==> src/verilog/cbc_defs.svh <==
// Offsets, field positions, reset values and timing counts of the config bank
`ifndef CBC_DEFS_SVH
`define CBC_DEFS_SVH

// ****************************************
// Register offsets
// ****************************************
`define CBC_OFF_SETUP_B      8'h05
`define CBC_OFF_SETUP_C      8'h06
`define CBC_OFF_BACKLIGHT_A  8'h07

// ****************************************
// Reset values
// ****************************************
`define CBC_RST_SETUP_B      8'h80
`define CBC_RST_SETUP_C      8'hb2
`define CBC_RST_BACKLIGHT_A  8'hb1
`define CBC_BACKLIGHT_MASK   8'h0f

// ****************************************
// Field positions
// ****************************************
`define CBC_B_SLOWDOWN       7
`define CBC_B_PRECHG_SEL     6
`define CBC_B_TARGET_HI      5
`define CBC_B_TARGET_LO      4
`define CBC_C_CURRENT_HI     7
`define CBC_C_CURRENT_LO     6
`define CBC_C_PPATH_HI       5
`define CBC_C_PPATH_LO       4
`define CBC_C_PRECHG_TIME    3
`define CBC_C_TERM_HI        2
`define CBC_C_TERM_LO        1
`define CBC_C_TEMP_WINDOW    0
`define CBC_A_SINK_EN        3
`define CBC_A_LEVEL_SEL      2
`define CBC_A_DIM_HI         1
`define CBC_A_DIM_LO         0

// ****************************************
// Timing
// ****************************************
`define CBC_CLK_HZ           200000000
`define CBC_DIM_F0_HZ        100
`define CBC_DIM_F1_HZ        200
`define CBC_DIM_F2_HZ        500
`define CBC_DIM_F3_HZ        1000
`define CBC_HALF_CYC(f)      (`CBC_CLK_HZ / (2 * (f)))
`define CBC_TIMER_TICK_DIV   200

`endif

==> src/verilog/cbc_pkg.sv <==
// Types shared by the charger and backlight config bank
package cbc_pkg;

    typedef struct packed {
        logic [7:0] cnt;
        logic       phase;
        logic       tick;
    } cbc_tdiv_t;

    typedef struct packed {
        logic [19:0] cnt;
        logic        wave;
    } cbc_dim_t;

    typedef struct packed {
        logic [7:0]  setup_b;
        logic [7:0]  setup_c;
        logic [3:0]  backlight;
        logic [7:0]  rdata;
        logic        rvalid;
        logic [1:0]  sync1;
        logic [1:0]  sync2;
        logic [1:0]  sync3;
        logic [1:0]  loop_level;
        logic [12:0] target_mv;
        logic [12:0] prechg_mv;
        logic [9:0]  current_ma;
        logic [12:0] ppath_mv;
        logic [6:0]  prechg_min;
        logic [7:0]  term_pct10;
        logic [16:0] term_ua;
        logic [6:0]  temp_max_c;
        logic [10:0] dim_hz;
    } cbc_state_t;

endpackage

==> src/verilog/cbc_regs.sv <==
// Charger and backlight configuration register bank
`include "cbc_defs.svh"
module cbc_regs #(
    parameter logic [19:0] DIM_HALF0 = 20'(`CBC_HALF_CYC(`CBC_DIM_F0_HZ)),
    parameter logic [19:0] DIM_HALF1 = 20'(`CBC_HALF_CYC(`CBC_DIM_F1_HZ)),
    parameter logic [19:0] DIM_HALF2 = 20'(`CBC_HALF_CYC(`CBC_DIM_F2_HZ)),
    parameter logic [19:0] DIM_HALF3 = 20'(`CBC_HALF_CYC(`CBC_DIM_F3_HZ)),
    parameter logic [7:0]  TIMER_DIV = 8'(`CBC_TIMER_TICK_DIV)
) (
    // Clock and reset
    input  wire logic        CLK_SYS,
    input  wire logic        RST_N,
    // Register access from the serial control interface
    input  wire logic        REG_WR,
    input  wire logic        REG_RD,
    input  wire logic [7:0]  REG_ADDR,
    input  wire logic [7:0]  REG_WDATA,
    output logic      [7:0]  REG_RDATA,
    output logic             REG_RVALID,
    // Regulation loop status pins
    input  wire logic        THERMAL_LOOP_ACTIVE,
    input  wire logic        POWER_PATH_CURRENT_REDUCTION,
    // Charger settings
    output logic             SAFETY_TIMER_TICK,
    output logic             TIMER_SLOWDOWN_ENABLE,
    output logic             PRECHARGE_TRANSITION_SELECT,
    output logic      [12:0] PRECHARGE_TRANSITION_MV,
    output logic      [1:0]  CHARGE_TARGET_VOLTAGE,
    output logic      [12:0] CHARGE_TARGET_MV,
    output logic      [1:0]  CHARGE_CURRENT_SELECT,
    output logic      [9:0]  CHARGE_CURRENT_MA,
    output logic      [1:0]  POWER_PATH_THRESHOLD,
    output logic      [12:0] POWER_PATH_THRESHOLD_MV,
    output logic             PRECHARGE_TIME_SELECT,
    output logic      [6:0]  PRECHARGE_TIME_MIN,
    output logic      [1:0]  TERMINATION_FACTOR,
    output logic      [7:0]  TERMINATION_FACTOR_PCT10,
    output logic      [16:0] TERMINATION_CURRENT_UA,
    output logic             CHARGE_TEMPERATURE_WINDOW,
    output logic      [6:0]  CHARGE_TEMPERATURE_MAX_C,
    // Backlight settings
    output logic             LED_SINK1_ENABLE,
    output logic             LED_SINK2_ENABLE,
    output logic             SINK_LEVEL_SELECT,
    output logic      [1:0]  DIMMING_FREQUENCY,
    output logic      [10:0] DIMMING_FREQUENCY_HZ,
    output logic             DIMMING_WAVE
);
    import cbc_pkg::*;

    cbc_state_t st;
    cbc_state_t next_st;
    logic       slow;

    // ****************************************
    // Register access, pin sync and decode
    // ****************************************
    always_comb
    begin
        next_st = st;
        next_st.rvalid = REG_RD;

        // Writes land at the edge ending the write cycle
        if (REG_WR)
        begin
            case (REG_ADDR)
                `CBC_OFF_SETUP_B:     next_st.setup_b = REG_WDATA;
                `CBC_OFF_SETUP_C:     next_st.setup_c = REG_WDATA;
                `CBC_OFF_BACKLIGHT_A: next_st.backlight = REG_WDATA[3:0];
                default:              next_st.setup_b = st.setup_b;
            endcase
        end

        // Read data; unmapped offsets read zero
        if (REG_RD)
        begin
            case (REG_ADDR)
                `CBC_OFF_SETUP_B:     next_st.rdata = st.setup_b;
                `CBC_OFF_SETUP_C:     next_st.rdata = st.setup_c;
                `CBC_OFF_BACKLIGHT_A: next_st.rdata = {4'h0, st.backlight};
                default:              next_st.rdata = 8'h00;
            endcase
        end

        // Three-stage sync, level taken when stages two and three agree
        next_st.sync1 = {POWER_PATH_CURRENT_REDUCTION, THERMAL_LOOP_ACTIVE};
        next_st.sync2 = st.sync1;
        next_st.sync3 = st.sync2;
        for (int i = 0; i < 2; i++)
        begin
            if (st.sync2[i] == st.sync3[i])
                next_st.loop_level[i] = st.sync3[i];
        end

        // Charge target voltage
        case (st.setup_b[`CBC_B_TARGET_HI:`CBC_B_TARGET_LO])
            2'h0:    next_st.target_mv = 13'd4100;
            2'h1:    next_st.target_mv = 13'd4150;
            default: next_st.target_mv = 13'd4200;
        endcase

        next_st.prechg_mv = st.setup_b[`CBC_B_PRECHG_SEL] ? 13'd2500 : 13'd2900;

        // Charge current
        case (st.setup_c[`CBC_C_CURRENT_HI:`CBC_C_CURRENT_LO])
            2'h0:    next_st.current_ma = 10'd300;
            2'h1:    next_st.current_ma = 10'd400;
            2'h2:    next_st.current_ma = 10'd500;
            default: next_st.current_ma = 10'd700;
        endcase

        // Power-path threshold
        case (st.setup_c[`CBC_C_PPATH_HI:`CBC_C_PPATH_LO])
            2'h0:    next_st.ppath_mv = 13'd3500;
            2'h1:    next_st.ppath_mv = 13'd3750;
            2'h2:    next_st.ppath_mv = 13'd4000;
            default: next_st.ppath_mv = 13'd4250;
        endcase

        next_st.prechg_min = st.setup_c[`CBC_C_PRECHG_TIME] ? 7'd60 : 7'd30;

        // Termination factor in tenths of a percent
        case (st.setup_c[`CBC_C_TERM_HI:`CBC_C_TERM_LO])
            2'h0:    next_st.term_pct10 = 8'd25;
            2'h1:    next_st.term_pct10 = 8'd75;
            2'h2:    next_st.term_pct10 = 8'd150;
            default: next_st.term_pct10 = 8'd180;
        endcase

        // mA times tenths of a percent gives microamps
        next_st.term_ua = 17'(st.current_ma * st.term_pct10);

        next_st.temp_max_c = st.setup_c[`CBC_C_TEMP_WINDOW] ? 7'd60 : 7'd45;

        // Dimming frequency
        case (st.backlight[`CBC_A_DIM_HI:`CBC_A_DIM_LO])
            2'h0:    next_st.dim_hz = 11'd100;
            2'h1:    next_st.dim_hz = 11'd200;
            2'h2:    next_st.dim_hz = 11'd500;
            default: next_st.dim_hz = 11'd1000;
        endcase
    end

    // ****************************************
    // State register
    // ****************************************
    always_ff @(posedge CLK_SYS)
    begin
        if (!RST_N)
        begin
            st <= '0;
            st.setup_b <= `CBC_RST_SETUP_B;
            st.setup_c <= `CBC_RST_SETUP_C;
            st.backlight <= 4'(`CBC_RST_BACKLIGHT_A & `CBC_BACKLIGHT_MASK);
            st.target_mv <= 13'd4100;
            st.prechg_mv <= 13'd2900;
            st.current_ma <= 10'd500;
            st.ppath_mv <= 13'd4250;
            st.prechg_min <= 7'd30;
            st.term_pct10 <= 8'd75;
            st.term_ua <= 17'd37500;
            st.temp_max_c <= 7'd45;
            st.dim_hz <= 11'd200;
        end
        else
            st <= next_st;
    end

    // ****************************************
    // Safety timer clocking
    // ****************************************
    assign slow = st.setup_b[`CBC_B_SLOWDOWN] & (|st.loop_level);

    cbc_timer_div #(
        .TICK_DIV (TIMER_DIV)
    ) u_timer (
        .clk   (CLK_SYS),
        .rst_n (RST_N),
        .slow  (slow),
        .tick  (SAFETY_TIMER_TICK)
    );

    // ****************************************
    // Dimming waveform
    // ****************************************
    cbc_dim_gen #(
        .HALF0 (DIM_HALF0),
        .HALF1 (DIM_HALF1),
        .HALF2 (DIM_HALF2),
        .HALF3 (DIM_HALF3)
    ) u_dim (
        .clk   (CLK_SYS),
        .rst_n (RST_N),
        .sel   (st.backlight[`CBC_A_DIM_HI:`CBC_A_DIM_LO]),
        .wave  (DIMMING_WAVE)
    );

    // ****************************************
    // Outputs
    // ****************************************
    assign REG_RDATA = st.rdata;
    assign REG_RVALID = st.rvalid;
    assign TIMER_SLOWDOWN_ENABLE = st.setup_b[`CBC_B_SLOWDOWN];
    assign PRECHARGE_TRANSITION_SELECT = st.setup_b[`CBC_B_PRECHG_SEL];
    assign PRECHARGE_TRANSITION_MV = st.prechg_mv;
    assign CHARGE_TARGET_VOLTAGE = st.setup_b[`CBC_B_TARGET_HI:`CBC_B_TARGET_LO];
    assign CHARGE_TARGET_MV = st.target_mv;
    assign CHARGE_CURRENT_SELECT = st.setup_c[`CBC_C_CURRENT_HI:`CBC_C_CURRENT_LO];
    assign CHARGE_CURRENT_MA = st.current_ma;
    assign POWER_PATH_THRESHOLD = st.setup_c[`CBC_C_PPATH_HI:`CBC_C_PPATH_LO];
    assign POWER_PATH_THRESHOLD_MV = st.ppath_mv;
    assign PRECHARGE_TIME_SELECT = st.setup_c[`CBC_C_PRECHG_TIME];
    assign PRECHARGE_TIME_MIN = st.prechg_min;
    assign TERMINATION_FACTOR = st.setup_c[`CBC_C_TERM_HI:`CBC_C_TERM_LO];
    assign TERMINATION_FACTOR_PCT10 = st.term_pct10;
    assign TERMINATION_CURRENT_UA = st.term_ua;
    assign CHARGE_TEMPERATURE_WINDOW = st.setup_c[`CBC_C_TEMP_WINDOW];
    assign CHARGE_TEMPERATURE_MAX_C = st.temp_max_c;
    assign LED_SINK1_ENABLE = st.backlight[`CBC_A_SINK_EN];
    assign LED_SINK2_ENABLE = st.backlight[`CBC_A_SINK_EN];
    assign SINK_LEVEL_SELECT = st.backlight[`CBC_A_LEVEL_SEL];
    assign DIMMING_FREQUENCY = st.backlight[`CBC_A_DIM_HI:`CBC_A_DIM_LO];
    assign DIMMING_FREQUENCY_HZ = st.dim_hz;
endmodule

==> src/verilog/cbc_timer_div.sv <==
// Safety timer tick generator with optional half-speed mode
`include "cbc_defs.svh"
module cbc_timer_div #(
    parameter logic [7:0] TICK_DIV = 8'(`CBC_TIMER_TICK_DIV)
) (
    // Clock and reset
    input  wire logic clk,
    input  wire logic rst_n,
    // Control
    input  wire logic slow,
    // Tick out
    output logic      tick
);
    import cbc_pkg::*;

    cbc_tdiv_t st;
    cbc_tdiv_t next_st;
    logic      base;

    always_comb
    begin
        next_st = st;
        base = (st.cnt == TICK_DIV - 8'h01);
        next_st.cnt = base ? 8'h00 : st.cnt + 8'h01;
        next_st.tick = 1'b0;
        if (base)
        begin
            next_st.phase = ~st.phase;
            next_st.tick = slow ? st.phase : 1'b1;
        end
    end

    always_ff @(posedge clk)
    begin
        if (!rst_n)
            st <= '0;
        else
            st <= next_st;
    end

    assign tick = st.tick;
endmodule

==> src/verilog/cbc_dim_gen.sv <==
// Dimming waveform generator with four selectable frequencies
`include "cbc_defs.svh"
module cbc_dim_gen #(
    parameter logic [19:0] HALF0 = 20'(`CBC_HALF_CYC(`CBC_DIM_F0_HZ)),
    parameter logic [19:0] HALF1 = 20'(`CBC_HALF_CYC(`CBC_DIM_F1_HZ)),
    parameter logic [19:0] HALF2 = 20'(`CBC_HALF_CYC(`CBC_DIM_F2_HZ)),
    parameter logic [19:0] HALF3 = 20'(`CBC_HALF_CYC(`CBC_DIM_F3_HZ))
) (
    // Clock and reset
    input  wire logic       clk,
    input  wire logic       rst_n,
    // Frequency select
    input  wire logic [1:0] sel,
    // Waveform out
    output logic            wave
);
    import cbc_pkg::*;

    cbc_dim_t    st;
    cbc_dim_t    next_st;
    logic [19:0] half;

    always_comb
    begin
        next_st = st;
        case (sel)
            2'h0:    half = HALF0;
            2'h1:    half = HALF1;
            2'h2:    half = HALF2;
            default: half = HALF3;
        endcase
        if (st.cnt >= half - 20'h00001)
        begin
            next_st.cnt = 20'h00000;
            next_st.wave = ~st.wave;
        end
        else
            next_st.cnt = st.cnt + 20'h00001;
    end

    always_ff @(posedge clk)
    begin
        if (!rst_n)
            st <= '0;
        else
            st <= next_st;
    end

    assign wave = st.wave;
endmodule

==> config.mk <==
export PLATFORM = sky130hd
export DESIGN_NAME = cbc_regs
export DESIGN_NICKNAME = d
export VERILOG_FILES = /design/src/verilog/cbc_pkg.sv /design/src/verilog/cbc_regs.sv /design/src/verilog/cbc_timer_div.sv /design/src/verilog/cbc_dim_gen.sv
export VERILOG_INCLUDE_DIRS = /design/src /design/src/verilog
export SDC_FILE = /design/constraint.sdc
export NUM_CORES = 1
export LEC_CHECK = 0
export ABC_CLOCK_PERIOD_IN_PS = 6200
export BUFFER_PORTS_ARGS = -buffer_cell sky130_fd_sc_hd__buf_2
export CAP_MARGIN = 20
export CORE_ASPECT_RATIO = 1.5
export CORE_MARGIN = 2
export CORE_UTILIZATION = 45
export CTS_CLUSTER_SIZE = 12
export DETAILED_ROUTE_END_ITERATION = 8
export HOLD_SLACK_MARGIN = 0.02
export PLACE_DENSITY = 0.67
export SLEW_MARGIN = 30
export SYNTH_ARGS = -nofsm -noshare
export SYNTH_HDL_FRONTEND = slang
export SYNTH_SLANG_ARGS = --single-unit
==> constraint.sdc <==
create_clock -name CLK_SYS -period 6.2 [get_ports CLK_SYS]
set_input_delay 0.93 -clock CLK_SYS [delete_from_list [all_inputs] [get_ports CLK_SYS]]
set_output_delay 0.93 -clock CLK_SYS [all_outputs]
set_load 0.005 [all_outputs]
### Word level (Yosys, flattened, before mapping)

Index checks and enable logic that the tools add are counted.
Widths: inputs -> output; s select.

| storage, ports and cells | value |
|---|---|
| bits of input ports | 22 |
| output and inout bits | 127 |
| flip-flop bits (word level) | 167 |

| operators by class | value |
|---|---|
| reduce and logical (&&, ||, !) cells | 12 |
| bitwise gates (word level) | 4 |
| add/subtract/negate cells | 3 |
| muxes and demuxes | 11 |
| multipliers | 1 |
| magnitude comparators | 1 |
| equal/unequal tests | 15 |

Operators with widths:

| operator | number |
|---|---|
| $pmux 10 s3 | 2 |
| $pmux 20 s3 | 1 |
| $pmux 8 s3 | 2 |
| $pmux 13 s3 | 1 |
| $eq 8x3->1 const B | 3 |
| $add 20x1->20 const B | 1 |
| $ge 20x20->1 | 1 |
| $sub 20x1->20 const B | 1 |
| $mul 10x8->17 | 1 |
| $pmux 7 s2 | 1 |
| $eq 2x1->1 const B | 5 |
| $logic_not 2->1 | 5 |
| $mux 10 | 1 |
| $add 8x1->8 const B | 1 |
| $eq 2x2->1 const B | 4 |
| $eq 8x8->1 const B | 1 |
| $reduce_and 2->1 | 4 |
| $mux 6 | 1 |
| $reduce_or 2->1 | 3 |
| $mux 5 | 1 |
| $not 1->1 | 3 |
| $eq 1x1->1 | 2 |
| $and 1x1->1 | 1 |
| $mux 1 | 1 |

### Logic depth before layout (Yosys ltp)

Gate-level depths: netlist of the first run.

| depth | value |
|---|---|
| depth in word-level cells | 5 |
| mapped depth | 16 |
| gate-level depth less buffers | 16 |

### Hierarchy

Synthesis of the first run repeated with hierarchy kept, for this count alone.

| unflattened totals | value |
|---|---|
| cells, all modules | 833 |
| area total of the unflattened synthesis | 7658.6 µm² |

Modules (own cells, without submodules):

| module | sequential area each (µm²) | area an instance (µm²) | times used | cells each |
|---|---|---|---|---|
| cbc_regs | 1761.7 | 5853.1 | 1 | 627 |
| cbc_dim_gen | 420.4 | 1406.3 | 1 | 162 |
| cbc_timer_div | 200.2 | 399.1 | 1 | 44 |

### Least setup slack after synthesis of the first run

OpenSTA, ideal clock, no wires.

| timing path | value |
|---|---|
| path type | reg-to-reg |
| start point | register st (netlist bit CHARGE_CURRENT_MA[5]) |
| end point | register st (netlist bit TERMINATION_CURRENT_UA[14]) |
| data required time | 6.072 ns |
| path buffers | 0 |
| setup time | 0.128 ns |
| setup slack | 1.876 ns |
| arrival time | 4.197 ns |
| period minus slack after synthesis | 4.324 ns |
| cell stages (with the launch flop) | 17 |
| cells stage by stage | dfxtp_1 > nand2_1 > xor2_1 > ha_1 > inv_1 > fa_1 > inv_1 > fa_1 > inv_1 > fa_1 > inv_1 > ha_1 > a2111oi_1 > o21ai_1 > a31oi_1 > xor2_1 > nor2_1 |

| on the way | value |
|---|---|
| word-level cells in the longest chain between the ends | 1 |

RTL lines:

| what | line | source |
|---|---|---|
| start, declared | cbc_regs.sv:51 | `cbc_state_t st;` |
| start signal, assigned | cbc_regs.sv:166 | `st <= next_st;` |
| $mul 10x8->17 | cbc_regs.sv:131 | `next_st.term_ua = 17'(st.current_ma * st.term_pct10);` |

No other way between the ends.
A chain may end at the register's enable or synchronous reset.

### Worst setup path after layout of the first run

| timing path | value |
|---|---|
| start point | register st (netlist bit TERMINATION_FACTOR_PCT10[2]) |
| end point | register st (netlist bit TERMINATION_CURRENT_UA[14]) |

Same word-level chain as after synthesis.

==> metrics.txt, run 1 <==
total area of multi-input combinational cells 0.00389 mm^2; top cells by count, synth sky130_fd_sc_hd__dfxtp_1, sky130_fd_sc_hd__buf_4, sky130_fd_sc_hd__inv_1, sky130_fd_sc_hd__ha_1, sky130_fd_sc_hd__nor2_1; Data arrival, critical path 5060 ps; die width 109 um; count of port buffers added during placement 110; post-detail-place hpwl roughly 12 mm; synthesized instance count 811; post-CTS resize count 0; clock edge transition at the registers on the reported setup and hold paths 60 ps; critical path data required time 6470 ps; io pins 149; Yosys top cell by area sky130_fd_sc_hd__dfxtp_1; setup repair after global routing missed its margin false; maximum level of the CTS H-tree 4; total via count after detailed routing 4987; clock latency on the worst-skew pair 400 ps; flip-flop and latch count after synthesis between 100 and 150; area delta synth->final 8.25%; die area ~0.018 mm^2; Core Footprint between 0.015 and 0.02 mm^2; Finish-stage setup viols 0; top cell type's share of synthesized area 32.0%; outcome complete, no violations; cts bufs inserted 17; number of rows created at floorplan 57; commonest register cell after synthesis sky130_fd_sc_hd__dfxtp_1; clk sink count 119; top fanout value on the critical path 8; Cell variety after synth 52; Sequential cell area 0.00238 mm^2; pre-CTS setup slack around 1400 ps; TNS Setup 0 ps; share of synthesized area occupied by flip-flops and latches 32.0%; critical path's top delay family adder cells; Final Critical Period 4790 ps; number of buffers and inverters on the critical path 4; Worst R2R Setup Slack 1410 ps; number of diodes 0; worst-case vdd ir drop 145 uV; share of flip-flops with an asynchronous set or reset after synthesis 0%; cell area after synthesis 0.00745 mm^2; detailed-router iteration count before antenna repair 4; transition at the pin with the smallest max-transition slack 770 ps; fill cell total of the finished layout around 1600; number of buffers inserted by post-CTS setup repair 0; fraction of final layout cells sized beyond drive strength 1 18.4%; TritonCTS clock tree yes; per-cell routed wire length 14.4 um; CP max stage cell sky130_fd_sc_hd__a2111oi_1; number of global-route vias before repair just over 5000; count of max-cap constraint violations 0; GP Congestion 0.885; Detail Route Antenna Nets 0; final slew viol count 0; CP Class reg -> reg; cell with the most instances after synthesis sky130_fd_sc_hd__dfxtp_1; largest cells by area after synthesis sky130_fd_sc_hd__dfxtp_1, sky130_fd_sc_hd__ha_1, sky130_fd_sc_hd__buf_4, sky130_fd_sc_hd__fa_1, sky130_fd_sc_hd__inv_1; CP peak stage delay 630 ps; cell with the most instances on the worst path sky130_fd_sc_hd__inv_1; total global routing track utilization 18.5%; Chip Height between 150 and 200 um; clock root buffer sky130_fd_sc_hd__clkbuf_16; largest net degree at the start of global routing 46; maximum clock skew at final layout 8.43 ps; final setup margin 1410 ps; number of DRC markers after the initial detailed-route iteration 140; number of warnings printed during yosys synthesis 0; Post-layout nets approximately 980; leakage power of the design 4.00 nW; initial standard-cell utilization of the core 46.0%; antenna violations before repair 0; mean cell area of the mapped netlist 9.18 um^2; critical path launch point type flip-flop; total of hold buffers inserted after clock tree synthesis 0; final cycle utilization of the critical path approximately 77%; DRC errors left 0; Power Density approximately 230 mW/mm^2; maximum clock path buffer count 2; first-pass GRT wire length about 25 mm; number of hold-slack violations in the final timing report 0; aggregate global routing overflow 0; Relative slew margins 48.7%; crit path capture type flip-flop; CP Cell Sequence nand2_1, xor2_1, ha_1, inv_1, fa_1, inv_1, fa_1, inv_1, fa_1, inv_1, ha_1, a2111oi_1, o21ai_1, a31oi_1, xor2_1, nor2_1; number of synthesized flops with an enable pin 0; vias per std cell 4.67; Tightest Hold Check Type reg -> reg; DRT Wirelength 15.3 mm; highest clock frequency the design can meet 209 MHz
cell usage in the layout, fill, tap and decap left out, drive strengths merged, types with 3 or more instances in the layout:
master    count
dfxtp       119
buf         111
inv         109
ha           72
nor2         66
nand2        42
conb         39
and2         33
fa           33
xnor2        23
nand3        23
mux2i        20
a21oi        18
clkbuf       18
xor2         14
nand2b       14
nor3         12
o21ai        12
and3         10
a21o          8
nand4         7
or3           6
a22o          4
mux2          4
a22oi         4
o22ai         4
nor2b         4
nor3b         3
o21a          3
clkinvlp      3
a211oi        3
o211ai        3
layout make-up:
type / instances / area share (%)
Clock buffer: 18 / 5.32
Clock inverter: 14 / 2.03
Tap cell: 206 / 3.20
Sequential cell: 119 / 29.6
Timing Repair Buffer: 111 / 6.92
Inverter: 102 / 4.75
Multi-Input combinational cell: 497 / 48.2
per-stage QoR:
step / cells / utilization (%) / total power, mW / instance area [um^2] / hold slack (ps)
after detailed placement: 1035 / 46.1 / 0.863 / 7470 / 426
after CTS: 1067 / 49.8 / 1.85 / 8060 / 443
after global placement: 1035 / 46.1 / 0.862 / 7470 / 425
after global routing: 1067 / 49.8 / 1.90 / 8060 / 451
after floorplan: 848 / - / 0.858 / 7580 / 412
final: 1067 / 49.8 / 1.83 / 8060 / 438
layer usage:
| metal | part of all wire (%) | vias to the layer above | wire length, um | track usage [%] |
|---|---|---|---|---|
| li1 | - | 2518 | - | - |
| met2 | 55 | 112 | 8430 | 33.7 |
| met5 | 0 | - | 0 | 0 |
| met3 | 3.1 | 24 | 471 | 3.31 |
| met4 | 2.7 | 0 | 414 | 7.63 |
| met1 | 39 | 2333 | 6010 | 20.7 |
worst paths after layout:
path / startpoint / end / cells after the start
setup / recovery: TERMINATION_FACTOR_PCT10[2] / TERMINATION_CURRENT_UA[14] / 16
hold / removal: next_st[104] / next_st[102] / 1
setup reg to reg: TERMINATION_FACTOR_PCT10[2] / TERMINATION_CURRENT_UA[14] / 16
hold reg to reg: next_st[104] / next_st[102] / 1
power breakdown:
group	switching, mW	internal [mW]	leakage [nW]	total [mW]
clock network	0.380	0.603	0.281	0.983
registers	0.00509	0.773	0.962	0.778
logic	0.0440	0.0239	2.75	0.0680
total	0.429	1.40	4.00	1.83
flip-flops by register name, indices dropped and copies added (netlist names), 4 cells and up:
| name | count |
|---|---|
| DIMMING_FREQUENCY_HZ | 7 |
| u_dim.st | 20 |
| REG_RDATA | 8 |
| next_st | 4 |
| u_timer.st | 9 |
| POWER_PATH_THRESHOLD_MV | 7 |
| st | 8 |
| CHARGE_TARGET_MV | 4 |
| TERMINATION_CURRENT_UA | 15 |
| TERMINATION_FACTOR_PCT10 | 6 |
| CHARGE_CURRENT_MA | 6 |
cells by family (layout without fill, tap and decap cells):
kind of cell,after synthesis,after routing,share of synthesized area [%]
adders and majority gates,105,105,21.0
AOI/OAI and AO/OA,67,67,5.95
DFF,119,119,32.0
xor gates and xnor gates,37,37,4.35
other,2,39,0.101
buffers and inverters,232,245,17.7
and+or+nand+nor,225,225,15.7
muxes,24,24,3.29
No activity file was read; power rests on OpenSTA's default activity.
==> inputs of run 2 (changes only) <==
Settings changed: ABC_AREA from default to 1, ABC_CLOCK_PERIOD_IN_PS 6200 to 4700.
Clock period 6.2 ns to 4.7 ns, I/O delays scaled along.
==> metrics.txt, run 2 <==
outcome complete, no violations; count of max-cap constraint violations 0; most common cell after layout, fill and taps aside sky130_fd_sc_hd__nand2_1; TNS Setup 0 ps; initial standard-cell utilization of the core 46.1%; cell area after synthesis 0.00777 mm^2; register containing the most flip-flops in the final layout u_dim.st; Cell variety after synth 39; count of port buffers added during placement 110; cts bufs inserted 17; Core Footprint 0.0168 mm^2; number of diodes 0; Finish-stage setup viols 0; DRC errors left 0; top cell type's share of synthesized area 30.7%; Data arrival, critical path roughly 4500 ps; commonest register cell after synthesis sky130_fd_sc_hd__dfxtp_1; Detail Route Antenna Nets 0; CP max stage cell sky130_fd_sc_hd__fa_1; final cycle utilization of the critical path 89.4%; number of DRC markers after the initial detailed-route iteration 220; per-cell routed wire length roughly 13 um; top fanout value on the critical path 8; number of warnings printed during yosys synthesis 0; transition at the pin with the smallest max-transition slack 816 ps; share of synthesized area occupied by flip-flops and latches just over 30%; Relative slew margins 45.5%; clk sink count 119; total of hold buffers inserted after clock tree synthesis 0; largest net degree at the start of global routing 48; worst-case vdd ir drop approximately 170 uV; maximum level of the CTS H-tree 4; first-pass GRT wire length around 27 mm; number of buffers inserted by post-CTS setup repair 0; crit path capture type flip-flop; setup repair after global routing missed its margin false; maximum clock skew at final layout 8.53 ps; highest clock frequency the design can meet 238 MHz; CP Cell Sequence nand2_1, fa_1, inv_1, fa_1, fa_1, inv_1, fa_1, inv_1, ha_1, a21o_1, o21ai_0, nand3_1, nand2_1, nand3_1; Chip Height 165 um; CP peak stage delay 550 ps; antenna violations before repair 0; share of flip-flops with an asynchronous set or reset after synthesis 0%; post-detail-place hpwl 13.7 mm; GP Congestion slightly below 0.9; Final Critical Period 4200 ps; DRT Wirelength 17.0 mm; number of synthesized flops with an enable pin 0; mean cell area of the mapped netlist 7.77 um^2; largest cells by area after synthesis sky130_fd_sc_hd__dfxtp_1, sky130_fd_sc_hd__buf_4, sky130_fd_sc_hd__ha_1, sky130_fd_sc_hd__nand2_1, sky130_fd_sc_hd__fa_1; total area of multi-input combinational cells 0.00390 mm^2; top cells by count, synth sky130_fd_sc_hd__nand2_1, sky130_fd_sc_hd__inv_1, sky130_fd_sc_hd__buf_4, sky130_fd_sc_hd__dfxtp_1, sky130_fd_sc_hd__nor2_1; Sequential cell area around 0.0024 mm^2; Tightest Hold Check Type reg -> reg; number of buffers and inverters on the critical path 3; commonest cells after routing, fill and taps aside sky130_fd_sc_hd__nand2_1, sky130_fd_sc_hd__inv_1, sky130_fd_sc_hd__dfxtp_1; clock root buffer sky130_fd_sc_hd__clkbuf_16; worst slack on hold paths 418 ps; critical path data required time about 5000 ps; post-CTS resize count 0; cell with the most instances after synthesis sky130_fd_sc_hd__nand2_1; aggregate global routing overflow 0; die width about 110 um; fraction of final layout cells sized beyond drive strength 1 15.8%; number of hold-slack violations in the final timing report 0; Power Density 297 mW/mm^2; area delta synth->final 7.94%; flip-flop count of the largest register after layout 20; detailed-router iteration count before antenna repair 4; leakage power of the design 4.35 nW; cell with the most instances on the worst path sky130_fd_sc_hd__fa_1; critical path launch point type flip-flop; final slew viol count 0; maximum clock path buffer count 2; total via count after detailed routing 5814; flip-flop and latch count after synthesis 119; total global routing track utilization 19.1%; io pins 149; CP Class reg -> reg; vias per std cell 4.62; Post-layout nets 1162; synthesized instance count 999; Yosys top cell by area sky130_fd_sc_hd__dfxtp_1; TritonCTS clock tree yes; number of rows created at floorplan 58; clock latency on the worst-skew pair 420 ps; die area 0.0183 mm^2; clock edge transition at the registers on the reported setup and hold paths 60 ps; number of global-route vias before repair 5667; fill cell total of the finished layout about 1700; critical path's top delay family adder cells
==> run 2: layout make-up <==
cell class / count / share of cell area [%]
inverters: 174 / 7.85
flip-flops and latches: 119 / 28.4
well taps: 210 / 3.13
clock inverters: 14 / 2.07
clock buffers: 18 / 5.24
repair buffers: 112 / 6.75
multi-input cells: 611 / 46.5
==> run 2: power by group <==
part | switching, mW | internal, mW | total, mW | leakage [nW]
clock | 0.495 | 0.850 | 1.34 | 0.289
combinational | 0.0754 | 0.0380 | 0.113 | 3.10
sequential | 0.00677 | 1.02 | 1.03 | 0.963
total | 0.577 | 1.91 | 2.49 | 4.35
==> run 2: stage by stage <==
stage / power [mW] / worst slack [ps] / instance area [um^2] / util (%) / cells
6_report: 2.49 / 500 / 8380 / 49.8 / 1258
5_1_grt: 2.57 / 134 / 8380 / 49.8 / 1258
4_1_cts: 2.51 / 463 / 8380 / 49.8 / 1258
3_5_place_dp: 1.17 / 459 / 7770 / 46.2 / 1226
3_3_place_gp: 1.16 / 514 / 7770 / 46.2 / 1226
2_1_floorplan: 1.16 / 822 / 7910 / - / 1036
==> run 2: worst register-to-register path, stage by stage, from the launching register on <==
cell	delay [ps]
sky130_fd_sc_hd__dfxtp_1	490
sky130_fd_sc_hd__nand2_1	240
sky130_fd_sc_hd__fa_1	550
sky130_fd_sc_hd__inv_1	50
sky130_fd_sc_hd__fa_1	480
sky130_fd_sc_hd__fa_1	550
sky130_fd_sc_hd__inv_1	50
sky130_fd_sc_hd__fa_1	530
sky130_fd_sc_hd__inv_1	50
sky130_fd_sc_hd__ha_1	350
sky130_fd_sc_hd__a21o_1	200
sky130_fd_sc_hd__o21ai_0	290
sky130_fd_sc_hd__nand3_1	120
sky130_fd_sc_hd__nand2_1	70
sky130_fd_sc_hd__nand3_1	50
==> run 2: worst paths after layout <==
check / endpoint / cells after the start / from / slack [ps]
max: TERMINATION_CURRENT_UA[15] / 14 / TERMINATION_FACTOR_PCT10[3] / 500
min: next_st[102] / 2 / next_st[104] / 420
max reg2reg: TERMINATION_CURRENT_UA[15] / 14 / TERMINATION_FACTOR_PCT10[3] / 500
min reg2reg: next_st[102] / 2 / next_st[104] / 420
==> run 2: metal layers <==
layer  wire length [um]  GRT usage (%)  vias to the layer above
met3                540           3.23                       27
met5                  0              0                        -
met4                407           8.14                        0
li1                   -              -                     2979
met1               6390           19.3                     2682
met2               9630           38.2                      126
==> run 2: cell families (layout without fill, tap and decap cells) <==
logic type                 count (synthesis)  count (layout)  share of synthesized area, %
and+or+nand+nor                          361             361                          20.1
buffers and inverters                    306             318                          20.9
other                                      2              39                        0.0967
adders and majority gates                105             105                          20.1
AOI/OAI and AO/OA                         89              89                          6.23
xor gates and xnor gates                  17              17                          1.92
DFF                                      119             119                          30.7
